## config.mk

```make
export PLATFORM = sky130hd
export DESIGN_NAME = config_index_data_bank
export DESIGN_NICKNAME = d
export VERILOG_FILES = /design/src/bank_pkg.sv /design/src/config_index_data_bank.sv /design/src/unlock_seq.sv /design/src/irq_drive.sv
export SDC_FILE = /design/constraint.sdc
export NUM_CORES = 1
export LEC_CHECK = 0
export BUFFER_PORTS_ARGS = -buffer_cell sky130_fd_sc_hd__buf_2
export CAP_MARGIN = 20
export CORE_MARGIN = 4
export CORE_UTILIZATION = 30
export CTS_BUF_LIST = sky130_fd_sc_hd__clkbuf_8
export DETAILED_ROUTE_END_ITERATION = 12
export MAX_ROUTING_LAYER = met4
export PLACE_DENSITY = 0.49
export SETUP_SLACK_MARGIN = 0.2
export SYNTH_ARGS = -nofsm -noshare
export SYNTH_HDL_FRONTEND = slang
export SYNTH_SLANG_ARGS = --single-unit
export TNS_END_PERCENT = 5
```

## constraint.sdc

```tcl
create_clock -name clk -period 5 [get_ports clk]
set_clock_uncertainty 0.2 [all_clocks]
set_input_delay 0.25 -clock clk [delete_from_list [all_inputs] [get_ports clk]]
set_output_delay 0.25 -clock clk [all_outputs]
set_load 0.02 [all_outputs]
```

## src/bank_pkg.sv

```systemverilog
package bank_pkg;
	// Host port decode
	localparam logic [9:0] SELECT_PORT = 10'h3F0;
	localparam logic [9:0] DATA_PORT = 10'h3F1;
	localparam logic [7:0] UNLOCK_KEY = 8'h55;
	localparam logic [7:0] EXIT_KEY = 8'hAA;
	// Register indexes
	localparam logic [7:0] IDX_CR0 = 8'h00;
	localparam logic [7:0] IDX_CR1 = 8'h01;
	localparam logic [7:0] IDX_LIMIT = 8'h10;
	localparam int MEM_FIRST = 2;
	localparam int MEM_LAST = 15;
	// Power-up values
	localparam logic [7:0] CR0_DEF_A = 8'h3B;
	localparam logic [7:0] CR0_DEF_B = 8'h2B;
	localparam logic [7:0] CR1_DEF = 8'h9F;
	localparam logic [7:0] MEM_DEF = 8'h00;
	// Register 0 fields
	localparam int CR0_HDD_EN = 0;
	localparam int CR0_IF_TYPE = 1;
	localparam int CR0_RSVD = 2;
	localparam int CR0_FLP_PWR = 3;
	localparam int CR0_FLP_EN = 4;
	localparam int CR0_OSC_HI = 6;
	localparam int CR0_OSC_LO = 5;
	localparam int CR0_VALID = 7;
	localparam logic [1:0] OSC_ALWAYS = 2'h0;
	localparam logic [1:0] OSC_OFF = 2'h3;
	// Register 1 fields
	localparam int CR1_PAR_HI = 1;
	localparam int CR1_PAR_LO = 0;
	localparam int CR1_PAR_PWR = 2;
	localparam int CR1_PAR_MODE = 3;
	localparam int CR1_IRQ_POL = 4;
	localparam int CR1_COM_HI = 6;
	localparam int CR1_COM_LO = 5;
	localparam int CR1_LOCK = 7;
	// Address choices
	localparam logic [9:0] ADDR_NONE = 10'h000;
	localparam logic [9:0] PAR_ADDR_1 = 10'h3BC;
	localparam logic [9:0] PAR_ADDR_2 = 10'h378;
	localparam logic [9:0] PAR_ADDR_3 = 10'h278;
	localparam logic [9:0] COM3_ADDR_0 = 10'h338;
	localparam logic [9:0] COM3_ADDR_1 = 10'h3E8;
	localparam logic [9:0] COM3_ADDR_2 = 10'h2E8;
	localparam logic [9:0] COM3_ADDR_3 = 10'h220;
	localparam logic [9:0] COM4_ADDR_0 = 10'h238;
	localparam logic [9:0] COM4_ADDR_1 = 10'h2E8;
	localparam logic [9:0] COM4_ADDR_2 = 10'h2E0;
	localparam logic [9:0] COM4_ADDR_3 = 10'h228;
	// Interrupt lines: serial 1, serial 2, floppy, parallel
	localparam int IRQ_LINES = 4;
	localparam int IRQ_PAR = 3;
	typedef enum logic [1:0] {UNL_IDLE, UNL_ONE_KEY, UNL_CONFIG} unlock_state_type;
endpackage

```

## src/config_index_data_bank.sv

```systemverilog
`timescale 1ns/100ps
module config_index_data_bank #(
	parameter bit VARIANT_B = 1'b0
) (
	// Clock and resets
	input wire logic clk,
	input wire logic rst,
	input wire logic sys_reset,
	// Host I/O cycle
	input wire logic [9:0] io_addr,
	input wire logic io_wr_stb,
	input wire logic io_rd_stb,
	input wire logic [7:0] data_in,
	output logic [7:0] data_out_ff,
	output logic data_oe_ff,
	// Status inputs
	input wire logic power_good_input,
	input wire logic par_ext_active,
	input wire logic [bank_pkg::IRQ_LINES-1:0] irq_raw,
	// Mode
	output logic config_mode_ff,
	// Drive, floppy, clock and valid controls
	output logic hdd_if_enable_ff,
	output logic drive_interface_type_ff,
	output logic floppy_power_on_ff,
	output logic floppy_unit_enable_ff,
	output logic osc_enable_ff,
	output logic baud_clock_enable_ff,
	output logic config_valid_ff,
	// Parallel port controls
	output logic par_enable_ff,
	output logic [9:0] par_base_ff,
	output logic par_power_on_ff,
	output logic par_printer_mode_ff,
	// Extra serial port addresses
	output logic [9:0] com3_base_ff,
	output logic [9:0] com4_base_ff,
	// Interrupt pins
	output logic [bank_pkg::IRQ_LINES-1:0] irq_out_ff,
	output logic [bank_pkg::IRQ_LINES-1:0] irq_oe_ff
);
	localparam logic [7:0] CR0_DEF = VARIANT_B ? bank_pkg::CR0_DEF_B : bank_pkg::CR0_DEF_A;

	logic [7:0] drive_osc_config_ff;
	logic [7:0] port_address_config_ff;
	logic [7:0] mem_ff [bank_pkg::MEM_FIRST:bank_pkg::MEM_LAST];
	logic [7:0] config_index_select_ff;
	logic index_loaded_ff;
	logic mode_now;

	logic sel_hit;
	logic data_hit;
	logic wr_sel;
	logic access_ok;
	logic wr_data;
	logic rd_data;
	logic lock_open;
	logic [7:0] rd_mux;
	logic [7:0] cr0_wr_val;
	logic [7:0] cr1_wr_val;
	logic [1:0] osc_mode;
	logic [1:0] par_sel;
	logic [1:0] com_sel;

	logic nxt_osc_enable;
	logic [9:0] nxt_par_base;
	logic [9:0] nxt_com3_base;
	logic [9:0] nxt_com4_base;

	// Index names register n; equality only, load and range are checked elsewhere
	function automatic logic idx_is(input logic [7:0] idx, input logic [7:0] n);
		idx_is = idx == n;
	endfunction

	// Unlock sequence and mode tracking
	unlock_seq u_unlock (
		.clk(clk),
		.rst(rst),
		.sys_reset(sys_reset),
		.wr_stb(io_wr_stb),
		.addr(io_addr),
		.wdata(data_in),
		.config_mode_ff(mode_now)
	);

	// Interrupt pin polarity
	irq_drive u_irq (
		.clk(clk),
		.rst(rst),
		.active_high(port_address_config_ff[bank_pkg::CR1_IRQ_POL]),
		.par_ext_mode(par_ext_active),
		.irq_raw(irq_raw),
		.irq_out_ff(irq_out_ff),
		.irq_oe_ff(irq_oe_ff)
	);

	assign config_mode_ff = mode_now;

	// Port decode; both ports are dead outside config mode
	assign sel_hit = io_addr == bank_pkg::SELECT_PORT;
	assign data_hit = io_addr == bank_pkg::DATA_PORT;
	assign wr_sel = io_wr_stb && sel_hit && mode_now && data_in != bank_pkg::EXIT_KEY;
	assign lock_open = port_address_config_ff[bank_pkg::CR1_LOCK];
	assign access_ok = mode_now && index_loaded_ff && lock_open
		&& config_index_select_ff < bank_pkg::IDX_LIMIT;
	assign wr_data = io_wr_stb && data_hit && access_ok;
	assign rd_data = io_rd_stb && data_hit && access_ok;

	// Write values; reserved bit kept clear, lock can only fall
	assign cr0_wr_val = data_in & ~(8'h01 << bank_pkg::CR0_RSVD);
	assign cr1_wr_val = {data_in[bank_pkg::CR1_LOCK] & lock_open, data_in[bank_pkg::CR1_LOCK-1:0]};

	// Read selection
	assign rd_mux = idx_is(config_index_select_ff, bank_pkg::IDX_CR0) ? drive_osc_config_ff
		: idx_is(config_index_select_ff, bank_pkg::IDX_CR1) ? port_address_config_ff
		: mem_ff[config_index_select_ff[3:0]];

	// Index register; loaded flag dropped outside config mode so stale indexes cannot leak
	always_ff @(posedge clk or posedge rst) begin
		if (rst) begin
			config_index_select_ff <= 8'h00;
			index_loaded_ff <= 1'b0;
		end else if (!mode_now) begin
			index_loaded_ff <= 1'b0;
		end else if (wr_sel) begin
			config_index_select_ff <= data_in;
			index_loaded_ff <= 1'b1;
		end
	end

	// Registers 0 and 1; sys_reset deliberately not in this process
	always_ff @(posedge clk or posedge rst) begin
		if (rst) begin
			drive_osc_config_ff <= CR0_DEF;
			port_address_config_ff <= bank_pkg::CR1_DEF;
		end else if (wr_data) begin
			if (idx_is(config_index_select_ff, bank_pkg::IDX_CR0)) begin
				drive_osc_config_ff <= cr0_wr_val;
			end
			if (idx_is(config_index_select_ff, bank_pkg::IDX_CR1)) begin
				port_address_config_ff <= cr1_wr_val;
			end
		end
	end

	// Remaining registers held as plain storage
	always_ff @(posedge clk or posedge rst) begin
		if (rst) begin
			for (int k = bank_pkg::MEM_FIRST; k <= bank_pkg::MEM_LAST; k++) begin
				mem_ff[k] <= bank_pkg::MEM_DEF;
			end
		end else if (wr_data && config_index_select_ff >= 8'(bank_pkg::MEM_FIRST)) begin
			mem_ff[config_index_select_ff[3:0]] <= data_in;
		end
	end

	// Read answer one cycle after the strobe, for one cycle
	always_ff @(posedge clk or posedge rst) begin
		if (rst) begin
			data_out_ff <= 8'h00;
			data_oe_ff <= 1'b0;
		end else begin
			data_out_ff <= rd_data ? rd_mux : 8'h00;
			data_oe_ff <= rd_data;
		end
	end

	// Field decode
	assign osc_mode = drive_osc_config_ff[bank_pkg::CR0_OSC_HI:bank_pkg::CR0_OSC_LO];
	assign par_sel = port_address_config_ff[bank_pkg::CR1_PAR_HI:bank_pkg::CR1_PAR_LO];
	assign com_sel = port_address_config_ff[bank_pkg::CR1_COM_HI:bank_pkg::CR1_COM_LO];
	// Modes 01 and 10 follow power good; the clock gate itself lives elsewhere
	assign nxt_osc_enable = osc_mode == bank_pkg::OSC_ALWAYS
		|| (osc_mode != bank_pkg::OSC_OFF && power_good_input);
	assign nxt_par_base = par_sel == 2'h1 ? bank_pkg::PAR_ADDR_1
		: par_sel == 2'h2 ? bank_pkg::PAR_ADDR_2
		: par_sel == 2'h3 ? bank_pkg::PAR_ADDR_3 : bank_pkg::ADDR_NONE;
	assign nxt_com3_base = com_sel == 2'h1 ? bank_pkg::COM3_ADDR_1
		: com_sel == 2'h2 ? bank_pkg::COM3_ADDR_2
		: com_sel == 2'h3 ? bank_pkg::COM3_ADDR_3 : bank_pkg::COM3_ADDR_0;
	assign nxt_com4_base = com_sel == 2'h1 ? bank_pkg::COM4_ADDR_1
		: com_sel == 2'h2 ? bank_pkg::COM4_ADDR_2
		: com_sel == 2'h3 ? bank_pkg::COM4_ADDR_3 : bank_pkg::COM4_ADDR_0;

	// Control outputs trail the register by one cycle to stay glitch free
	always_ff @(posedge clk or posedge rst) begin
		if (rst) begin
			hdd_if_enable_ff <= 1'b0;
			drive_interface_type_ff <= 1'b0;
			floppy_power_on_ff <= 1'b0;
			floppy_unit_enable_ff <= 1'b0;
			osc_enable_ff <= 1'b0;
			baud_clock_enable_ff <= 1'b0;
			config_valid_ff <= 1'b0;
			par_enable_ff <= 1'b0;
			par_base_ff <= bank_pkg::ADDR_NONE;
			par_power_on_ff <= 1'b0;
			par_printer_mode_ff <= 1'b0;
			com3_base_ff <= bank_pkg::ADDR_NONE;
			com4_base_ff <= bank_pkg::ADDR_NONE;
		end else begin
			hdd_if_enable_ff <= drive_osc_config_ff[bank_pkg::CR0_HDD_EN];
			drive_interface_type_ff <= drive_osc_config_ff[bank_pkg::CR0_IF_TYPE];
			floppy_power_on_ff <= drive_osc_config_ff[bank_pkg::CR0_FLP_PWR];
			floppy_unit_enable_ff <= drive_osc_config_ff[bank_pkg::CR0_FLP_EN];
			osc_enable_ff <= nxt_osc_enable;
			baud_clock_enable_ff <= nxt_osc_enable;
			config_valid_ff <= drive_osc_config_ff[bank_pkg::CR0_VALID];
			par_enable_ff <= par_sel != 2'h0;
			par_base_ff <= nxt_par_base;
			par_power_on_ff <= port_address_config_ff[bank_pkg::CR1_PAR_PWR];
			par_printer_mode_ff <= port_address_config_ff[bank_pkg::CR1_PAR_MODE];
			com3_base_ff <= nxt_com3_base;
			com4_base_ff <= nxt_com4_base;
		end
	end
endmodule

```

## src/unlock_seq.sv

```systemverilog
`timescale 1ns/100ps
module unlock_seq (
	// Clock and resets
	input wire logic clk,
	input wire logic rst,
	input wire logic sys_reset,
	// Host write cycle
	input wire logic wr_stb,
	input wire logic [9:0] addr,
	input wire logic [7:0] wdata,
	// Mode
	output logic config_mode_ff
);
	bank_pkg::unlock_state_type state_ff;
	bank_pkg::unlock_state_type nxt_state;
	logic wr_key;
	logic wr_exit;
	logic prev_key_ff;

	// Only writes advance the sequence, and only writes or sys_reset break it; reads pass unseen
	assign wr_key = wr_stb && addr == bank_pkg::SELECT_PORT && wdata == bank_pkg::UNLOCK_KEY;
	assign wr_exit = wr_stb && addr == bank_pkg::SELECT_PORT && wdata == bank_pkg::EXIT_KEY;

	always_comb begin
		nxt_state = state_ff;
		unique case (state_ff)
			bank_pkg::UNL_IDLE: begin
				if (wr_key) begin
					nxt_state = bank_pkg::UNL_ONE_KEY;
				end
			end
			bank_pkg::UNL_ONE_KEY: begin
				if (wr_key) begin
					nxt_state = bank_pkg::UNL_CONFIG;
				end else if (wr_stb) begin
					nxt_state = bank_pkg::UNL_IDLE;
				end
			end
			bank_pkg::UNL_CONFIG: begin
				if (wr_exit) begin
					nxt_state = bank_pkg::UNL_IDLE;
				end
			end
			default: nxt_state = bank_pkg::UNL_IDLE;
		endcase
		if (sys_reset) begin
			nxt_state = bank_pkg::UNL_IDLE;
		end
	end

	// Mode flag kept in step with the state
	always_ff @(posedge clk or posedge rst) begin
		if (rst) begin
			state_ff <= bank_pkg::UNL_IDLE;
			config_mode_ff <= 1'b0;
		end else begin
			state_ff <= nxt_state;
			config_mode_ff <= nxt_state == bank_pkg::UNL_CONFIG;
		end
	end

	// Checking helper: last write was a key
	always_ff @(posedge clk or posedge rst) begin
		if (rst) begin
			prev_key_ff <= 1'b0;
		end else if (wr_stb) begin
			prev_key_ff <= wr_key;
		end
	end
endmodule

```

## src/irq_drive.sv

```systemverilog
`timescale 1ns/100ps
module irq_drive (
	// Clock and reset
	input wire logic clk,
	input wire logic rst,
	// Polarity control
	input wire logic active_high,
	input wire logic par_ext_mode,
	// Raw requests, active high
	input wire logic [bank_pkg::IRQ_LINES-1:0] irq_raw,
	// Pin drive
	output logic [bank_pkg::IRQ_LINES-1:0] irq_out_ff,
	output logic [bank_pkg::IRQ_LINES-1:0] irq_oe_ff
);
	genvar i;
	generate
		for (i = 0; i < bank_pkg::IRQ_LINES; i++) begin : g_line
			logic high_mode;
			// Extended parallel modes share the line, so it must be open-drain style
			if (i == bank_pkg::IRQ_PAR) begin : g_par
				assign high_mode = active_high && !par_ext_mode;
			end else begin : g_other
				assign high_mode = active_high;
			end
			always_ff @(posedge clk or posedge rst) begin
				if (rst) begin
					irq_out_ff[i] <= 1'b0;
					irq_oe_ff[i] <= 1'b1;
				end else begin
					irq_out_ff[i] <= high_mode && irq_raw[i];
					irq_oe_ff[i] <= high_mode || irq_raw[i];
				end
			end
		end
	endgenerate
endmodule

```

==> results.txt <==
The run finished with clean final reports. In the routed layout, each cell is associated on average with a via count of 4.81. The Yosys step of the flow raised 0 warnings. The logs give 17 for the total clock buffers created by CTS and 0 for the final number of setup-violating endpoints.

Detailed placement finished with a half-perimeter wire length of 12600 um. Clock-pin slew was measured on the worst setup and hold paths at 0.10 ns. The number of antenna violations at the first check in global routing is 1.

In this run, synthesis inferred 0 flip-flops with an integrated enable. Across the run, the number of max-cap violations was 0. The depth of the worst register-to-register path was 5; the number of sinks driven by the clock tree was 174. After detailed routing, the average wire length per cell comes to 18.5 um. The worst-case register-to-register setup slack is 2.18 ns. Startpoint of the most critical register-to-register path: config_index_select_ff[1]$_DFFE_PP0P_. STA classifies the critical path endpoint as a flip-flop. The number of cells on the worst hold path works out to 2. TritonCTS built the clock tree. The first global-routing pass estimated 29400 um of wire.

The combined area of the multi-input logic cells was 0.00326 mm2. Uppermost signal routing layer after detailed routing: met4. The logs give 0.47 ns for the latest clock arrival within the worst-skew pair and 4 for the number of optimization iterations in the first detailed-route pass. The combinational cell fraction of total power was 0.036. In this run the worst path has a maximum fanout of 28. The buffers plus inverters on the worst setup path was 1. The most common cell after layout, fill and taps aside was sky130_fd_sc_hd__dfrtp_1. The die covers 0.0293 mm2. The violation count after the first detailed-route iteration was 272. The clock tree synthesis step divided the H-tree into 4 levels. The hold violation total from the final report is 0. The buffers inserted during post-CTS setup optimization came out at 0. For the worst setup path, the data arrival time is 2.96 ns. The total internal power was 0.00187 W; the number of filler cells placed in the layout was 2542. The initial cell density of the core came out at 0.306.

For the largest vdd supply drop, the log shows 0.000137 V. The tools report the launching element type of the critical path as a flip-flop. The final number of max-transition violations was 0; the fraction of power spent switching nets was 0.257. The shortest period the worst path allows came out at 2.82 ns. The tools report the clock tree root buffer cell as sky130_fd_sc_hd__clkbuf_8. The portion of the post-synthesis area used by sequential elements is 0.548, and the actual transition at the worst max-transition pin is 1.10 ns.

Path type of the worst setup path: flip-flop to flip-flop. The distinct cell type count after synthesis was 48. The logs give 8630 um for the routed length on met1 and 683 for the layout net count.

The x dimension of the die works out to 171 um. The tools report the count of boundary I/O pins as 87. In the detailed route, the total length drawn on met3 is 685 um. Synthesis handed over a netlist of 588 instances. The repair_antennas step left the layout with diodes totalling 0.

The floorplan step set the die height to 171 um. For the largest net degree at the start of global routing, the log shows 175. DRC violation count after routing: 0. Via count of the first global-routing pass: 5103. The top cell types in the final layout, fill and taps aside, are sky130_fd_sc_hd__dfrtp_1, sky130_fd_sc_hd__mux2_2, sky130_fd_sc_hd__buf_2, sky130_fd_sc_hd__mux2i_1, sky130_fd_sc_hd__and3_1. The count of port buffers added during placement came out at 77. Across all layers, the routed design uses 4785 vias.

Setup repair after global routing left no endpoint under its margin. The share of synthesized flip-flops with an asynchronous set or reset came out at 1.00. Walking the worst path, the cells encountered are buf_4 > nor2b_1 > and3_1 > nand3_1 > mux2_2. The final critical-path share of the clock period is 0.563, and the maximum root-to-sink buffer count is 2.

STA puts the critical path data required time at 5.14 ns. In this run the remaining antenna-violating nets after routing total 0. The synthesized design contains 174 register bits. Dividing total power by cell area gives a power density of 278 mW/mm2.

The synthesized netlist occupies a cell area of 0.00798 mm2. Relative to the synthesized area, the layout overhead comes to 13.2%. The run gives 0.264 as the worst slew margin relative to its limit. The overall fraction of global-route tracks in use came out at 0.133. The worst register-to-register path ends at mem_ff[43]$_DFFE_PP0P_. The part of the total power dissipated in the clock network came out at 0.403.

The accumulated negative setup slack is 0 ns. Cell class contributing the biggest share of worst-path delay: simple AND/OR/NAND/NOR gates. The largest stage delay on the critical path was 0.70 ns. The tools report the destination of the worst hold path as port_address_config_ff[7]$_DFFE_PP1P_. The floorplan has 59 rows. The logs give 0.561 for the share of power burned in registers and 4.32 nW for the reported leakage power. The tools report the post-route core utilization as 0.346. The region available for standard cell placement spans 0.0261 mm2. In the synthesized netlist the dominant register cell turns out to be sky130_fd_sc_hd__dfrtp_1. In this run the worst hold path is classified as primary input to flip-flop. Cell with the largest stage delay on the worst path: sky130_fd_sc_hd__dfrtp_2. In this run the most critical hold path is launched from data_in[7]. For the leftover overflow at the end of global routing, the log shows 0.

Share of layout cells above drive strength 1: 0.457. Wire segments on met2 add up to 8850 um in the final route. The congestion estimate from routability-driven global placement came to 0.748. The sequential cell area in the final layout was 0.00437 mm2; the synthesized area divided by synthesized cell count was 13.6 um2.

The analysis attributes to net switching a power of 0.000647 W. The tools report the routed wire length as 18400 um. Highest attainable clock frequency: 355 MHz.
==> logic make-up (layout without fill, tap and decap cells) <==
group / after synthesis / count (layout) / share of synthesized area
other: 2 / 10 / 0.000941
AO/OA/AOI/OAI: 50 / 50 / 0.0422
buffers and inverters: 71 / 134 / 0.0473
flip-flops: 174 / 174 / 0.548
multiplexers: 183 / 183 / 0.267
adder cells (fa/ha/maj): 8 / 8 / 0.0125
AND/OR/NAND/NOR: 100 / 100 / 0.0823
==> through the flow <==
stage	instances	hold WS [ns]	total power, W	worst slack (ns)	cell area (um2)
after floorplan	596	0.113	0.00150	2.34	8020
after global placement	953	0.195	0.00152	2.16	8530
after detailed placement	953	0.201	0.00153	2.10	8530
after CTS	994	0.0136	0.00256	2.16	9040
after global routing	994	0.0282	0.00262	2.04	9040
final	994	0.0373	0.00251	2.18	9040
==> cell type report <==
cell class / count / area share
clock inverter: 14 / 0.0185
timing repair buffer: 90 / 0.0573
sequential: 174 / 0.484
tap: 335 / 0.0464
multi-input combinational: 351 / 0.361
clock buffer: 18 / 0.0274
inverter: 12 / 0.00540
==> metal layers <==
metal,track usage,up-vias
met4,0.0344,0
met1,0.174,2433
li1,-,2228
met5,-,-
met3,0.0254,18
met2,0.216,106
==> how the worst max path moves through the flow <==
stage | start | endpoint | slack, ns | cells past startpoint
3_5_place_dp | io_addr[1] | mem_ff[70]$_DFFE_PP0P_ | 2.10 | 5
2_1_floorplan | rst | baud_clock_enable_ff$_DFF_PP0_ | 2.34 | 1
4_1_cts | config_index_select_ff[1]$_DFFE_PP0P_ | mem_ff[43]$_DFFE_PP0P_ | 2.16 | 5
6_report | config_index_select_ff[1]$_DFFE_PP0P_ | mem_ff[43]$_DFFE_PP0P_ | 2.18 | 5
5_1_grt | config_index_select_ff[1]$_DFFE_PP0P_ | mem_ff[43]$_DFFE_PP0P_ | 2.04 | 5
3_3_place_gp | io_addr[1] | drive_osc_config_ff[7]$_DFFE_PP0P_ | 2.16 | 5
==> state kept, by name (all words and copies together) (netlist names), 2 cells and up <==
name	cells
mem_ff	112
config_index_select_ff	8
data_out_ff	8
port_address_config_ff	8
drive_osc_config_ff	7
com4_base_ff	4
par_base_ff	4
u_irq.irq_oe_ff	4
u_irq.irq_out_ff	4
com3_base_ff	2
u_unlock.state_ff	2
==> Yosys cell counts, drive strengths merged (2+ instances only) <==
cell,n,area share
dfrtp,159,0.50
mux2,140,0.20
buf,36,0.031
mux2i,33,0.041
clkbuf,23,0.011
and3,19,0.015
nand3,19,0.018
dfstp,15,0.049
o22ai,13,0.010
inv,12,0.0056
mux4,10,0.028
nor3,10,0.0063
a21oi,8,0.0050
ha,8,0.013
nor2b,8,0.0063
o21bai,7,0.0066
a221oi,6,0.0066
and2,6,0.0047
nor2,6,0.0038
or2,6,0.0047
nand2,5,0.0024
nand4,5,0.0039
o21ai,5,0.0031
a31oi,3,0.0024
nand2b,3,0.0024
nor4b,3,0.0041
a21o,2,0.0019
and4,2,0.0022
conb,2,0.00094
nor3b,2,0.0019
o21a,2,0.0019
or4,2,0.0028
==> power groups by stage <==
stage / clock network [W] / registers [W] / logic (W)
after CTS: 0.00105 / 0.00141 / 0.0000942
after floorplan: 0 / 0.00144 / 0.0000547
after global routing: 0.00111 / 0.00141 / 0.000103
after global placement: 0 / 0.00144 / 0.0000865
final: 0.00101 / 0.00141 / 0.0000906
after detailed placement: 0 / 0.00144 / 0.0000886
==> repair_timing <==
action                    CTS  global route
hold buffers                9             0
hold endpoints to repair  171             0
gates resized for setup     0             0
No activity file was read; power rests on OpenSTA's default activity.
